File: config.mk
export PLATFORM = sky130hd
export DESIGN_NAME = tvr_tag_flat
export DESIGN_NICKNAME = d
export VERILOG_FILES = /design/src/tvr_pkg.sv /design/src/tvr_link_if.sv /design/src/tvr_tag.sv /design/src/flat_wrapper.sv
export SDC_FILE = /design/constraint.sdc
export NUM_CORES = 1
export LEC_CHECK = 0
export ABC_CLOCK_PERIOD_IN_PS = 7300
export BUFFER_PORTS_ARGS = -buffer_cell sky130_fd_sc_hd__clkbuf_2
export CELL_PAD_IN_SITES_DETAIL_PLACEMENT = 0
export CELL_PAD_IN_SITES_GLOBAL_PLACEMENT = 2
export CORE_ASPECT_RATIO = 0.6
export CORE_MARGIN = 4
export CORE_UTILIZATION = 40
export CTS_CLUSTER_SIZE = 20
export DETAILED_ROUTE_END_ITERATION = 8
export GPL_TIMING_DRIVEN = 0
export MAX_ROUTING_LAYER = met4
export PLACE_DENSITY = 0.91
export SLEW_MARGIN = 20
export SYNTH_ARGS = -nofsm -noshare
export SYNTH_HDL_FRONTEND = slang
export SYNTH_SLANG_ARGS = --single-unit
File: constraint.sdc
create_clock -name core_clk -period 7.3 [get_ports core_clk]
set_input_delay 0.73 -clock core_clk [delete_from_list [all_inputs] [get_ports core_clk]]
set_output_delay 0.73 -clock core_clk [all_outputs]
set_load 0.1 [all_outputs]
File: src/tvr_pkg.sv
// Shared constants and types for the tag responder and reader ends
package tvr_pkg;
  // Command bytes
  localparam logic [7:0] CMD_REQ     = 8'h26;
  localparam logic [7:0] CMD_WUP     = 8'h52;
  localparam logic [7:0] CMD_SEL2    = 8'h95;
  localparam logic [7:0] CMD_VERSION = 8'h60;
  localparam logic [7:0] CMD_READ    = 8'h30;
  // Four-bit answers
  localparam logic [3:0] ACK_CODE     = 4'hA;
  localparam logic [3:0] NAK_ARG      = 4'h0;
  localparam logic [3:0] NAK_CRC      = 4'h1;
  localparam logic [3:0] NAK_LIMIT    = 4'h4;
  localparam logic [3:0] NAK_NVM      = 4'h5;
  localparam logic [3:0] NAK_TEAR     = 4'h6;
  localparam logic [3:0] NAK_NVM_ALT  = 4'h7;
  // Activation answers
  localparam logic [7:0] ATQA_LO = 8'h44;
  localparam logic [7:0] ATQA_HI = 8'h00;
  localparam logic [7:0] SAK_VAL = 8'h00;
  // Version reply; identity bytes are arbitrary neutral values
  localparam logic [7:0] VER_HEADER  = 8'h00;
  localparam logic [7:0] VER_VENDOR  = 8'h5A;
  localparam logic [7:0] VER_TYPE    = 8'h11;
  localparam logic [7:0] VER_SUBTYPE = 8'h22;
  localparam logic [7:0] VER_MAJOR   = 8'h01;
  localparam logic [7:0] VER_MINOR   = 8'h01;
  localparam logic [7:0] VER_STORAGE = 8'h0F;
  localparam logic [7:0] VER_PROTO   = 8'h03;
  // Memory layout
  localparam logic [7:0] LAST_PAGE  = 8'h3B;
  localparam int         NUM_PAGES  = 60;
  localparam logic [7:0] PWD_PAGE   = 8'h2B;
  localparam logic [7:0] PASSWORD_ACK_VALUE_PAGE  = 8'h2C;
  localparam int         VER_LEN    = 8;
  localparam int         READ_LEN   = 16;
  // Timing at 250 MHz
  localparam int CLK_MHZ      = 250;
  localparam int FC_KHZ       = 13560;
  localparam int FDT_N        = 9;
  // Least delay n*128+84 carrier cycles, rounded up to core cycles
  localparam int FDT_MIN_CYC  =
    ((FDT_N * 128 + 84) * CLK_MHZ * 1000 + FC_KHZ - 1) / FC_KHZ;
  localparam int GAP_US       = 87;
  localparam int GAP_CYC      = GAP_US * CLK_MHZ;
  localparam int TIMEOUT_MS   = 5;
  localparam int TIMEOUT_CYC  = TIMEOUT_MS * 1000 * CLK_MHZ;
  localparam int CRC_INIT     = 16'h6363;

  typedef struct packed {
    logic [7:0] cmd;
    logic [7:0] arg;
  } tvr_cmd_t;

  // Type A CRC, one byte step
  function automatic logic [15:0] tvr_crc(input logic [15:0] c,
                                         input logic [7:0] b);
    logic [7:0] t;
    t = b ^ c[7:0];
    t = t ^ {t[3:0], 4'h0};
    tvr_crc = {8'h00, c[15:8]} ^ {t, 8'h00} ^ {5'h00, t, 3'h0}
              ^ {12'h000, t[7:4]};
  endfunction
endpackage

File: src/tvr_link_if.sv
// Byte-framed link joining the reader end and the tag end
interface tvr_link_if;
  logic       rq_sof;
  logic       rq_valid;
  logic [7:0] rq_data;
  logic       rq_eof;
  logic       rq_crc_err;
  logic       rs_sof;
  logic       rs_valid;
  logic [7:0] rs_data;
  logic       rs_short;
  logic       rs_eof;
  modport tag (input rq_sof, rq_valid, rq_data, rq_eof, rq_crc_err,
               output rs_sof, rs_valid, rs_data, rs_short, rs_eof);
  modport rdr (output rq_sof, rq_valid, rq_data, rq_eof, rq_crc_err,
               input rs_sof, rs_valid, rs_data, rs_short, rs_eof);
endinterface

File: src/tvr_tag.sv
// Tag end: decodes reader frames and sends answers
// Summary of operation
// Reader waits 87 us after tag frames
// Answer no sooner than frame delay n=9
// Answer within 5 ms
// Reader frames: start bit, zero, idle bit
// Tag frames: start bit, idle end bit
// Single 4-bit codes, Ah is acknowledge
// 0h bad argument, 1h parity/CRC error
// 4h on counter overflow or limit
// 5h/7h write failure, 6h tearing corruption
// Request/wake-up answers 44h first
// Level-two select answers all-zero byte
// Answer bits 7,8 give fixed size
// Version 60h returns 8 bytes plus CRC
// Version bytes in fixed documented order
// Storage byte: exponent, low bit range
// Read 30h returns four pages plus CRC
// Start page above 3Bh refused
// Reads wrap from 3Bh to page zero
// Protected start page refused unauthenticated
// Unauthenticated reads wrap before protection
// Authenticated reads ignore protection
// Password pages read as zero
// Protection only with in-range start page
// CRC on data frames, not codes; activation answers are sent without one
module tvr_tag
(
  // Clock and reset
  input  wire logic         core_clk,
  input  wire logic         nrst,
  // Link
  tvr_link_if.tag           link,
  // Memory address out, page data and state inputs from the tag core
  input  wire logic [31:0]  page_data,
  output logic      [7:0]   page_addr,
  input  wire logic [7:0]   protect_start_page,
  input  wire logic         authenticated,
  input  wire logic         limit_reached,
  input  wire logic         nvm_fail,
  input  wire logic         tear_fail,
  // Status
  output logic              busy
);
  import tvr_pkg::*;

  typedef enum logic [2:0] {
    ST_IDLE = 3'b000, ST_CMD = 3'b001, ST_WAIT = 3'b011,
    ST_SEND = 3'b010, ST_CRC = 3'b110
  } tvr_state_t;

  typedef struct packed {
    tvr_state_t  st;
    tvr_cmd_t    req;
    logic [1:0]  nbytes;
    logic [15:0] cnt;
    logic [4:0]  idx;
    logic [4:0]  len;
    logic        code;
    logic [3:0]  code_val;
    logic [7:0]  limit;
    logic [15:0] crc;
    logic [7:0]  paddr;
    logic        sof;
    logic        vld;
    logic [7:0]  dat;
    logic        shrt;
    logic        eof;
    logic        bsy;
  } tvr_tag_st_t;

  tvr_tag_st_t s_q, s_d;

  // Byte to send at index i; pages come from page_data in order
  function automatic logic [7:0] pick_byte(input tvr_cmd_t r,
                                           input logic [4:0] i,
                                           input logic [31:0] pd,
                                           input logic [7:0] pg);
    logic [7:0] v;
    v = 8'h00;
    case (r.cmd)
      CMD_REQ, CMD_WUP: v = (i == 5'd0) ? ATQA_LO : ATQA_HI;
      CMD_SEL2:         v = SAK_VAL;
      CMD_VERSION:
        case (i[2:0])
          3'd0:    v = VER_HEADER;
          3'd1:    v = VER_VENDOR;
          3'd2:    v = VER_TYPE;
          3'd3:    v = VER_SUBTYPE;
          3'd4:    v = VER_MAJOR;
          3'd5:    v = VER_MINOR;
          3'd6:    v = VER_STORAGE;
          default: v = VER_PROTO;
        endcase
      default:
        if (pg == PWD_PAGE || pg == PASSWORD_ACK_VALUE_PAGE) v = 8'h00;
        else v = pd[8*i[1:0] +: 8];
    endcase
    pick_byte = v;
  endfunction

  logic [7:0] nxt_byte;
  logic       prot_on;

  always_comb
  begin
    // Protection needs an in-range start page and no authentication
    prot_on  = (protect_start_page <= LAST_PAGE) &&
               !authenticated;
    nxt_byte = pick_byte(s_q.req, s_q.idx, page_data, s_q.paddr);
  end

  // Whole-state next-value process
  always_comb
  begin
    s_d     = s_q;
    s_d.sof = 1'b0;
    s_d.vld = 1'b0;
    s_d.eof = 1'b0;
    case (s_q.st)
      ST_IDLE:
      begin
        if (link.rq_sof)
        begin
          s_d.st     = ST_CMD;
          s_d.nbytes = 2'd0;
          s_d.bsy    = 1'b1;
        end
      end
      ST_CMD:
      begin
        if (link.rq_valid)
        begin
          if (s_q.nbytes == 2'd0) s_d.req.cmd = link.rq_data;
          else if (s_q.nbytes == 2'd1) s_d.req.arg = link.rq_data;
          if (s_q.nbytes != 2'd3) s_d.nbytes = s_q.nbytes + 2'd1;
        end
        if (link.rq_eof)
        begin
          s_d.st    = ST_WAIT;
          s_d.cnt   = 16'h0000;
          s_d.idx   = 5'd0;
          s_d.code  = 1'b0;
          s_d.limit = LAST_PAGE;
          s_d.crc   = CRC_INIT[15:0];
          // The last byte comes with the frame end: decode the new copy
          s_d.paddr = s_d.req.arg;
          // Command decode and refusals
          if (link.rq_crc_err)
          begin
            s_d.code = 1'b1;
            s_d.code_val = NAK_CRC;
          end
          else
            case (s_d.req.cmd)
              CMD_REQ, CMD_WUP: s_d.len = 5'd2;
              CMD_SEL2:         s_d.len = 5'd1;
              CMD_VERSION:      s_d.len = 5'(VER_LEN);
              CMD_READ:
              begin
                s_d.len = 5'(READ_LEN);
                if (limit_reached)
                begin
                  s_d.code = 1'b1;
                  s_d.code_val = NAK_LIMIT;
                end
                else if (tear_fail)
                begin
                  s_d.code = 1'b1;
                  s_d.code_val = NAK_TEAR;
                end
                else if (nvm_fail)
                begin
                  s_d.code = 1'b1;
                  s_d.code_val = NAK_NVM;
                end
                else if (s_d.req.arg > LAST_PAGE ||
                         (prot_on && s_d.req.arg >= protect_start_page))
                begin
                  s_d.code = 1'b1;
                  s_d.code_val = NAK_ARG;
                end
                if (prot_on)
                  s_d.limit = protect_start_page - 8'd1;
              end
              default:
              begin
                s_d.code = 1'b1;
                s_d.code_val = NAK_ARG;
              end
            endcase
        end
      end
      ST_WAIT:
      begin
        // Hold off the least frame delay before answering
        s_d.cnt = s_q.cnt + 16'd1;
        if (s_q.cnt == 16'(FDT_MIN_CYC - 1))
        begin
          s_d.st   = s_q.code ? ST_CRC : ST_SEND;
          s_d.sof  = 1'b1;
          s_d.shrt = s_q.code;
          if (s_q.code)
          begin
            s_d.vld = 1'b1;
            s_d.dat = {4'h0, s_q.code_val};
          end
        end
      end
      ST_SEND:
      begin
        s_d.vld = 1'b1;
        s_d.dat = nxt_byte;
        if (s_q.req.cmd == CMD_REQ || s_q.req.cmd == CMD_WUP ||
            s_q.req.cmd == CMD_SEL2)
          s_d.crc = CRC_INIT[15:0];
        else
          s_d.crc = tvr_crc(s_q.crc, nxt_byte);
        s_d.idx = s_q.idx + 5'd1;
        if (s_q.idx[1:0] == 2'd3)
          s_d.paddr = (s_q.paddr >= s_q.limit) ? 8'h00
                      : s_q.paddr + 8'd1;
        if (s_q.idx == s_q.len - 5'd1)
        begin
          s_d.st  = ST_CRC;
          s_d.idx = 5'd0;
        end
      end
      ST_CRC:
      begin
        // Codes and activation answers carry no checksum
        if (!s_q.code && s_q.idx != 5'd2 &&
            (s_q.req.cmd == CMD_VERSION || s_q.req.cmd == CMD_READ))
        begin
          s_d.vld = 1'b1;
          s_d.dat = (s_q.idx == 5'd0) ? s_q.crc[7:0] : s_q.crc[15:8];
          s_d.idx = s_q.idx + 5'd1;
        end
        else
        begin
          s_d.eof = 1'b1;
          s_d.bsy = 1'b0;
          s_d.st  = ST_IDLE;
        end
      end
      default: s_d.st = ST_IDLE;
    endcase
  end

  // State register
  always_ff @(posedge core_clk or negedge nrst)
  begin
    if (!nrst)
    begin
      s_q       <= '0;
      s_q.limit <= LAST_PAGE;
    end
    else
      s_q <= s_d;
  end

  assign link.rs_sof   = s_q.sof;
  assign link.rs_valid = s_q.vld;
  assign link.rs_data  = s_q.dat;
  assign link.rs_short = s_q.shrt;
  assign link.rs_eof   = s_q.eof;
  assign page_addr     = s_q.paddr;
  assign busy          = s_q.bsy;
endmodule
File: src/flat_wrapper.sv
// flat-port wrapper written by rule: the top's interface ports become plain ports
module tvr_tag_flat import tvr_pkg::*;
  (core_clk, nrst, page_data, page_addr, protect_start_page, authenticated, limit_reached, nvm_fail, tear_fail, busy, link_rq_sof, link_rq_valid, link_rq_data, link_rq_eof, link_rq_crc_err, link_rs_sof, link_rs_valid, link_rs_data, link_rs_short, link_rs_eof);
  tvr_link_if link_i ();
  input  wire logic core_clk;
  input  wire logic nrst;
  input  wire logic [31:0] page_data;
  output logic      [7:0] page_addr;
  input  wire logic [7:0] protect_start_page;
  input  wire logic authenticated;
  input  wire logic limit_reached;
  input  wire logic nvm_fail;
  input  wire logic tear_fail;
  output logic busy;
  input wire logic [$bits(link_i.rq_sof)-1:0] link_rq_sof;
  input wire logic [$bits(link_i.rq_valid)-1:0] link_rq_valid;
  input wire logic [$bits(link_i.rq_data)-1:0] link_rq_data;
  input wire logic [$bits(link_i.rq_eof)-1:0] link_rq_eof;
  input wire logic [$bits(link_i.rq_crc_err)-1:0] link_rq_crc_err;
  output wire logic [$bits(link_i.rs_sof)-1:0] link_rs_sof;
  output wire logic [$bits(link_i.rs_valid)-1:0] link_rs_valid;
  output wire logic [$bits(link_i.rs_data)-1:0] link_rs_data;
  output wire logic [$bits(link_i.rs_short)-1:0] link_rs_short;
  output wire logic [$bits(link_i.rs_eof)-1:0] link_rs_eof;
  assign link_i.rq_sof = link_rq_sof;
  assign link_i.rq_valid = link_rq_valid;
  assign link_i.rq_data = link_rq_data;
  assign link_i.rq_eof = link_rq_eof;
  assign link_i.rq_crc_err = link_rq_crc_err;
  assign link_rs_sof = link_i.rs_sof;
  assign link_rs_valid = link_i.rs_valid;
  assign link_rs_data = link_i.rs_data;
  assign link_rs_short = link_i.rs_short;
  assign link_rs_eof = link_i.rs_eof;
  tvr_tag u_core (.core_clk(core_clk), .nrst(nrst), .link(link_i), .page_data(page_data), .page_addr(page_addr), .protect_start_page(protect_start_page), .authenticated(authenticated), .limit_reached(limit_reached), .nvm_fail(nvm_fail), .tear_fail(tear_fail), .busy(busy));
endmodule
## After elaboration in Yosys (flattened, before gate mapping)

Index checks and enable logic that the tools add are counted.

- Word-level logic and storage cells: 162
- Register bits: 97
- Output and inout bits: 21

- Magnitude comparators: 4
- Multiplexer cells: 49
- Bitwise operators: 6
- Shifts and indexed selects: 1
- $add $sub $neg: 6
- Reduce and logical (&&, ||, !) cells: 38
- Eq/ne operators: 40

Operators with widths:

| operator | number |
|---|---|
| 8-bit 2-to-1 mux | 10 |
| 63-bit 2-to-1 mux | 1 |
| 8-bit by 6-bit == test with 1-bit output, second input constant | 6 |
| 24-bit case mux with 2 select lines | 1 |
| 7-bit case mux with 6 select lines | 1 |
| 5-bit 2-to-1 mux | 8 |
| 18-bit 2-to-1 mux | 2 |
| 8-bit by 7-bit == test with 1-bit output, second input constant | 4 |
| 16-bit case mux with 2 select lines | 1 |
| 32-bit by 6-bit variable part select with 8-bit output | 1 |
| 9-bit case mux with 3 select lines | 1 |
| 8-bit case mux with 3 select lines | 1 |
| 5-bit case mux with 4 select lines | 1 |
| 3-bit 2-to-1 mux | 6 |
| 9-bit 2-to-1 mux | 2 |
| 16-bit by 1-bit adder with 16-bit output, second input constant | 1 |
| 16-bit by 15-bit == test with 1-bit output, second input constant | 1 |
| 8-bit == test, second input constant | 2 |
| 8-bit >= comparator | 2 |
| 16-bit 2-to-1 mux | 1 |
| 4-bit AND reduction | 4 |
| 16-bit by 11-bit bitwise XOR with 16-bit output | 1 |
| 16-bit by 4-bit bitwise XOR with 16-bit output | 1 |
| 8-bit by 16-bit bitwise XOR with 16-bit output | 1 |
| other kinds (42) | 84 |

## Depth between registers and ports, before layout

Gate-level depths: netlist of the first run.

- Word-level depth: 16
- Depth in mapped cells: 15
- Mapped depth without buffers: 13

## Worst setup path after synthesis of the first run

OpenSTA, ideal clock, no wires.

- Path kind: register -> register
- From: reg u_core.s_q[76] in the netlist's numbering
- To: reg u_core.s_q[45] in the netlist's numbering
- Required time: 7.163 ns
- Setup time: 0.137 ns
- Setup slack: 4.184 ns
- Stages on the path, launching flop included: 16
- Data arrival time: 2.979 ns
- Clock period less this slack: 3.116 ns
- Path buffers: 2
- Cells stage by stage: dfrtp_1 > inv_1 > ha_1 > clkbuf_1 > nand3b_1 > buf_2 > mux2i_1 > inv_1 > ha_1 > a211o_1 > a21oi_1 > o21ai_0 > a41oi_1 > a21oi_1 > o21ai_0 > a21boi_0

- Longest elaborated chain between the ends: 10
- Elaborated cells between the ends (all ways): 22
- Those cells by class: order compare: 2; eq/ne: 8; mux: 7; reduce/logical: 5

Ends and longest elaborated chain:

| element | RTL line | text |
|---|---|---|
| start, declared | tvr_tag.sv:72 | `tvr_tag_st_t s_q, s_d;` |
| 2-bit by 1-bit == test with 1-bit output | tvr_tag.sv:135 | `else if (s_q.nbytes == 2'd1) s_d.req.arg = link.rq_data;` |
| 8-bit 2-to-1 mux | tvr_tag.sv:135 |  |
| 8-bit 2-to-1 mux | tvr_tag.sv:134 | `if (s_q.nbytes == 2'd0) s_d.req.cmd = link.rq_data;` |
| 18-bit 2-to-1 mux * | tvr_tag.sv:132 | `if (link.rq_valid)` |
| 18-bit 2-to-1 mux * | tvr_tag.sv:120 | `case (s_q.st)` |
| 8-bit >= comparator | tvr_tag.sv:178 | `(prot_on && s_d.req.arg >= protect_start_page))` |
| 1-bit logical AND | tvr_tag.sv:178 |  |
| 1-bit logical OR | tvr_tag.sv:177 | `else if (s_d.req.arg > LAST_PAGE \|\|` |
| 6-bit by 5-bit != test with 1-bit output (no source line) | -- |  |
| 4-bit AND reduction (no source line) | -- |  |

Every way passes the cells marked *; elsewhere a longest branch is shown, timed or not. The select of a mux whose other input is x is not followed.
A chain may end at the register's enable or synchronous reset.

## Worst setup path after layout of the first run

Same ends and word-level chain as after synthesis.

==> impl_metrics.yaml, run 1 <==
outcome:
  status: "finished, final reports clean"
synthesis:
  syn_inst: 686
  synth_edf_count: 0
  synth_simple_gate_area_frac: 0.175
  ys_ff_latch: 95
  synth_warnings: 0
  avgSynthCellArea_um2: 9.32
  synth.area.mux_share: 0.0804
  synth-xor-area-share: 0.0615
  synth_top_area_frac: 0.352
  synth.distinct_cells: 76
  synthMostInstantiatedCell: "dfrtp_1"
  synth_top_area_cell: "dfrtp_1"
  netlist_area_um2: 6390
  yosysSeqAreaShare: 0.373
  ys_top_cells_by_count: "dfrtp_1 (90), nand2_1 (65), o21ai_0 (51), nor2_1 (49), inv_1 (42)"
  ys.flop_type: "dfrtp_1"
  synth_fa_ha_area_frac: 0.0587
  synth_top_family_by_area: "compound AO/OA/AOI/OAI gates"
  syn-num-nets: 774
  async_flop_share: 1.00
  synth_compound_area_frac: 0.190
  synth.area.top_cells: "dfrtp_1 (35%), ha_1 (5.9%), o21ai_0 (4.0%)"
clocking:
  cts_hold_buffers: 0
  clock_latency_ns: 0.35
  postCtsSetupRepairBufs: 0
  path_clk_slew_ns: 0.07
  cts_resized: 0
  cts_buffer_depth: 2
  cts_tree: "yes"
  numCtsBuffers: 9
  cts_sinks: 95
  htreeDepth: 3
  clock_tree.root_cell: "clkbuf_16"
global_routing:
  grt_first_pass_wirelength_mm: 28.9
  antenna_found_initial: 0
  grt_usage: 0.209
  grt_max_degree: 68
  grt_pass1_vias: 5189
  grt_overflow: 0
power:
  combPwrFrac: 0.594
  p_leak_uw: 0.00334
  clockPowerShare: 0.137
  switchingPower_uw: 1710
  swShare: 0.491
  internal_power_uw: 1780
  seq_power_share: 0.268
  fin_total_pwr_uw: 3490
  ir_worst_vdd_mv: 0.200
  powerDensity_nw_per_um2: 474
finish:
  drive_gt1_frac: 0.203
  utilization: 0.475
  insertedDiodeCount: 0
  nets: 864
  area_growth_pct: 15.2
critical_path:
  worst_path_max_delay_cell: "mux2i_1"
  cp_max_fo: 10
  crit_type: "flop to flop"
  crit_path_start_kind: "flop"
  worst-path-buf-inv: 4
  cp_top_family: "compound AO/OA/AOI/OAI gates"
  crit_path_end_kind: "flop"
  reg2reg_slack_ns: 3.18
  crit_path_cell_trace: "inv_1 -> ha_1 -> clkbuf_1 -> nand3b_1 -> buf_2 -> mux2i_1 -> inv_1 -> ha_1 -> a211o_1 -> a21oi_1 -> o21ai_0 -> a41oi_1 -> a21oi_1 -> o21ai_0 -> a21boi_0"
  r2r_start: "u_core.s_q[76]$_DFFE_PN0P_"
  arrival_ns: 4.33
  r2r_end: "u_core.s_q[45]$_DFFE_PN0P_"
  cp.required_ns: 7.51
  max_stage_delay_ns: 0.58
  ff2ff_path_depth: 15
detailed_routing:
  first_pass_iters: 5
  drc: 0
  met1Wirelength_mm: 10.1
  routed_wl_mm: 18.2
  avgViaCountPerCell: 5.68
  met2_length_mm: 6.90
  top_layer_used: "met4"
  wl_met3_mm: 1.12
  wl_per_cell_um: 18.5
  num_vias: 5573
  ant_nets: 0
  drt_first_iter_violations: 463
floorplanning:
  core_um2: 15500
  boundaryPins: 79
  row_count: 35
  die_y_um: 106
  die_w_um: 171
  start_util: 0.412
  dieArea_um2: 18100
timing:
  tns_ns: 0
  finClkSkew_ns: 0.00913
  post-route-worst-setup-slack_ns: 3.18
  finalCritPeriodShare: 0.564
  holdWs_ns: 0.276
  tightestPinTransition_ns: 0.907
  fmax_mhz: 243
  drv_slew: 0
  slew_headroom: 0.390
  finalCriticalPeriod_ns: 4.12
  finalSetupViolations: 0
  rsz0062_at_grt: "false"
  final-hold-violation-count: 0
placed_design:
  hpwl_mm: 14.1
  post-place-ws_ns: 3.27
  gp_congestion: 0.873
  io_buffers: 78
job:
  cap_violations: 0
min_path:
  hp-class: "input pin to async pin"
## metal layers
layer,up-vias,GRT usage
li1,2659,-
met1,2725,0.340
met3,11,0.0457
met4,0,0.0328
met5,-,-
met2,178,0.263
## worst max-delay path by stage
stage	startpoint	end	cells past startpoint
floorplan	u_core.s_q[76]$_DFFE_PN0P_	u_core.s_q[45]$_DFFE_PN0P_	15
global placement	u_core.s_q[76]$_DFFE_PN0P_	u_core.s_q[45]$_DFFE_PN0P_	15
detailed placement	u_core.s_q[76]$_DFFE_PN0P_	u_core.s_q[45]$_DFFE_PN0P_	15
CTS	u_core.s_q[76]$_DFFE_PN0P_	u_core.s_q[45]$_DFFE_PN0P_	15
global route	u_core.s_q[76]$_DFFE_PN0P_	u_core.s_q[45]$_DFFE_PN0P_	15
finish	u_core.s_q[76]$_DFFE_PN0P_	u_core.s_q[45]$_DFFE_PN0P_	15
## power by group through the flow
stage	sequential, uW	clock [uW]	combinational (uW)
final	936	480	2080
after global routing	966	512	2260
after CTS	930	491	2070
after detailed placement	938	0	2050
after global placement	930	0	2020
after floorplan	924	0	1600
## metrics by stage
step / instance area (um2) / instances
floorplan: 6390 / 686
global placement: 7040 / 967
detailed placement: 7070 / 968
CTS: 7360 / 982
global route: 7360 / 982
finish: 7360 / 982
## kinds of logic after synthesis
| group | Yosys count |
|---|---|
| muxes | 42 |
| DFF | 95 |
| xor gates and xnor gates | 37 |
| and+or+nand+nor | 220 |
| adders and majority gates | 30 |
| buffers and inverters | 83 |
| AOI/OAI and AO/OA | 179 |
## state kept, by name, summed over array words and instances, names as in the netlist
| signal | flops |
|---|---|
| u_core.busy | 1 |
| u_core.link.rs_valid | 1 |
| u_core.link.rs_sof | 1 |
| u_core.link.rs_data | 8 |
| u_core.s_q | 74 |
| u_core.link.rs_short | 1 |
| u_core.page_addr | 8 |
| u_core.link.rs_eof | 1 |
## worst register-to-register path: stages, from the launching register on
cell and delay (ns):
dfrtp_1 0.41, inv_1 0.10, ha_1 0.15, clkbuf_1 0.38, nand3b_1 0.18, buf_2 0.29, mux2i_1 0.59, inv_1 0.14
ha_1 0.33, a211o_1 0.30, a21oi_1 0.11, o21ai_0 0.11, a41oi_1 0.29, a21oi_1 0.15, o21ai_0 0.33, a21boi_0 0.16
## cell type report
type / count / area (um2)
well taps: 203 / 254
clock inverters: 3 / 43.8
fillers: 1475 / 8140
inverters: 42 / 158
repair buffers: 79 / 427
flip-flops and latches: 95 / 2380
clock buffers: 11 / 243
multi-input cells: 508 / 3620
plain buffers: 41 / 235
## cells in the final DEF (no fill, tap or decap), types with 12 or more instances in the layout
master and count:
a21oi_1 33, and3_1 12, buf_4 16, clkbuf_1 19
clkbuf_2 77, dfrtp_1 90, ha_1 30, inv_1 42
mux2_2 15, mux2i_1 21, nand2_1 65, nand2b_1 12
nand3_1 19, nor2_1 49, nor3_1 12, o21ai_0 51
xnor2_1 22
(Power assumes the default switching activity.)
==> run 2, diff against run 1 <==
--- a/config.mk
+++ b/config.mk
@@ -5,18 +5,18 @@
 export SDC_FILE = /design/constraint.sdc
 export NUM_CORES = 1
 export LEC_CHECK = 0
-export ABC_CLOCK_PERIOD_IN_PS = 7300
+export ABC_CLOCK_PERIOD_IN_PS = 4250
 export BUFFER_PORTS_ARGS = -buffer_cell sky130_fd_sc_hd__clkbuf_2
 export CELL_PAD_IN_SITES_DETAIL_PLACEMENT = 0
 export CELL_PAD_IN_SITES_GLOBAL_PLACEMENT = 2
 export CORE_ASPECT_RATIO = 0.6
 export CORE_MARGIN = 4
-export CORE_UTILIZATION = 40
+export CORE_UTILIZATION = 37
 export CTS_CLUSTER_SIZE = 20
 export DETAILED_ROUTE_END_ITERATION = 8
 export GPL_TIMING_DRIVEN = 0
 export MAX_ROUTING_LAYER = met4
-export PLACE_DENSITY = 0.91
+export PLACE_DENSITY = 0.85
 export SLEW_MARGIN = 20
 export SYNTH_ARGS = -nofsm -noshare
 export SYNTH_HDL_FRONTEND = slang
==> constraint.sdc (replaced) <==
create_clock -name core_clk -period 4.25 [get_ports core_clk]
set_input_delay 0.425 -clock core_clk [delete_from_list [all_inputs] [get_ports core_clk]]
set_output_delay 0.425 -clock core_clk [all_outputs]
set_load 0.1 [all_outputs]
==> run 2 against run 1 <==
Clock power increased by 77%. Global-route usage shrank 0.65 points. Cell area increased by 0.87%. Core utilization shrank 2.7 points. Fmax increased by 5.3%. Critical endpoint unchanged. Highest routed layer unchanged.
==> impl_metrics.yaml, run 2 (same netlist as run 1, synthesis figures left out) <==
detailed_routing:
  avgViaCountPerCell: 5.44
  drt_first_iter_violations: 490
  first_pass_iters: 5
  wl_per_cell_um: 18.4
  ant_nets: 0
  drc: 0
  routed_wl_mm: 18.6
  num_vias: 5499
floorplanning:
  row_count: 36
  start_util: 0.386
  die_w_um: 178
  core_um2: 16600
  die_y_um: 110
  dieArea_um2: 19500
  boundaryPins: 79
finish:
  insertedDiodeCount: 0
  fillCellCount: 1644
  layout_commonest_cell: "dfrtp_1"
  nets: 865
  area_growth_pct: 16.2
  final_cell_mix: "dfrtp_1 (90), clkbuf_2 (78), nand2_1 (65)"
  largest_register_ffs: 74
  drive_gt1_frac: 0.206
  top_register: "u_core.s_q"
timing:
  drv_slew: 0
  finClkSkew_ns: 0.0134
  tns_ns: 0
  rsz0062_at_grt: "false"
  tightestPinTransition_ns: 1.11
  holdWs_ns: 0.271
  finalSetupViolations: 0
  slew_headroom: 0.254
  finalCriticalPeriod_ns: 3.91
  fmax_mhz: 256
  finalCritPeriodShare: 0.920
  final-hold-violation-count: 0
clocking:
  cts_buffer_depth: 2
  cts_sinks: 95
  clock_tree.root_cell: "clkbuf_16"
  cts_tree: "yes"
  path_clk_slew_ns: 0.06
  numCtsBuffers: 9
  htreeDepth: 3
  clock_latency_ns: 0.35
job:
  cap_violations: 0
critical_path:
  arrival_ns: 4.11
  max_stage_delay_ns: 0.61
  crit_path_start_kind: "flop"
  crit_path_end_kind: "flop"
  cp_max_fo: 10
  cp.required_ns: 4.45
  crit_path_cell_trace: "inv_1 -> ha_1 -> clkbuf_1 -> nand3b_1 -> buf_2 -> mux2i_1 -> inv_1 -> ha_1 -> a211o_1 -> a21oi_1 -> o21ai_0 -> a41oi_1 -> a21oi_1 -> o21ai_0 -> a21boi_0"
  crit_type: "flop to flop"
  worst_path_max_delay_cell: "mux2i_1"
global_routing:
  grt_first_pass_wirelength_mm: 29.9
  antenna_found_initial: 0
  grt_max_degree: 66
  grt_overflow: 0
  grt_usage: 0.202
  grt_pass1_vias: 5354
power:
  powerDensity_nw_per_um2: 813
  p_leak_uw: 0.00336
  ir_worst_vdd_mv: 0.449
  fin_total_pwr_uw: 6040
min_path:
  hp-class: "input pin to flop"
outcome:
  status: "finished, final reports clean"
placed_design:
  io_buffers: 78
  gp_congestion: 0.846
  hpwl_mm: 14.5
==> run 2: worst max-delay path: cells and delay by family, from the launching register on <==
family	cells	cell delay, ns
buffers and inverters	4	0.87
multiplexers	1	0.61
AND/OR/NAND/NOR	1	0.17
adder cells (fa/ha/maj)	2	0.35
AO/OA/AOI/OAI	7	1.34
flip-flops	1	0.41
==> run 2: through the flow <==
step / cell area [um2] / instances / util / setup slack (ns)
floorplan: 6390 / 686 / - / 1.13
global placement: 7070 / 992 / 0.426 / 0.309
detailed placement: 7100 / 993 / 0.429 / 0.304
finish: 7430 / 1010 / 0.448 / 0.341
CTS: 7420 / 1010 / 0.448 / 0.295
global route: 7430 / 1010 / 0.448 / 0.0506
==> run 2: power by group <==
group          total (uW)  internal, uW  leakage, uW  switching, uW
Clock                 850           491     0.000153            359
Sequential           1620          1250      0.00116            363
Combinational        3580          1330      0.00204           2250
Total                6040          3070      0.00336           2970
==> run 2: worst paths after layout <==
check	slack, ns	cells past startpoint	startpoint	endpoint
max reg2reg	0.34	15	u_core.s_q[76]$_DFFE_PN0P_	u_core.s_q[45]$_DFFE_PN0P_
min reg2reg	0.49	1	u_core.s_q[75]$_DFFE_PN0P_	u_core.s_q[75]$_DFFE_PN0P_
min in group asynchronous	0.55	2	nrst	u_core.s_q[89]$_DFFE_PN0P_
max	0.34	15	u_core.s_q[76]$_DFFE_PN0P_	u_core.s_q[45]$_DFFE_PN0P_
min	0.27	2	protect_start_page[0]	u_core.s_q[37]$_DFFE_PN1P_
max in group asynchronous	3.05	3	nrst	u_core.s_q[76]$_DFFE_PN0P_
==> run 2: layer usage <==
layer	vias up	track usage	share of wire
li1	2663	-	-
met1	2644	0.316	0.55
met2	177	0.266	0.39
met3	15	0.0467	0.061
met4	0	0.0314	0.0063
met5	-	-	0
==> run 2: cell type report <==
| type | count | area, um2 | share of cell area |
|---|---|---|---|
| Buffer | 41 | 236 | 0.0318 |
| Clock buffer | 12 | 256 | 0.0345 |
| Clock inverter | 4 | 52.6 | 0.00707 |
| Inverter | 42 | 158 | 0.0212 |
| Multi-Input combinational cell | 508 | 3620 | 0.487 |
| Sequential cell | 95 | 2380 | 0.321 |
| Tap cell | 228 | 285 | 0.0384 |
| Timing Repair Buffer | 80 | 437 | 0.0588 |
==> run 2: repair_timing <==
action                                 in CTS  in global routing
resized for setup                           0                  2
hold buffers                                1                  0
endpoints found under the hold margin      25                  0
setup endpoints to repair                   0                  3
setup buffers                               0                  0
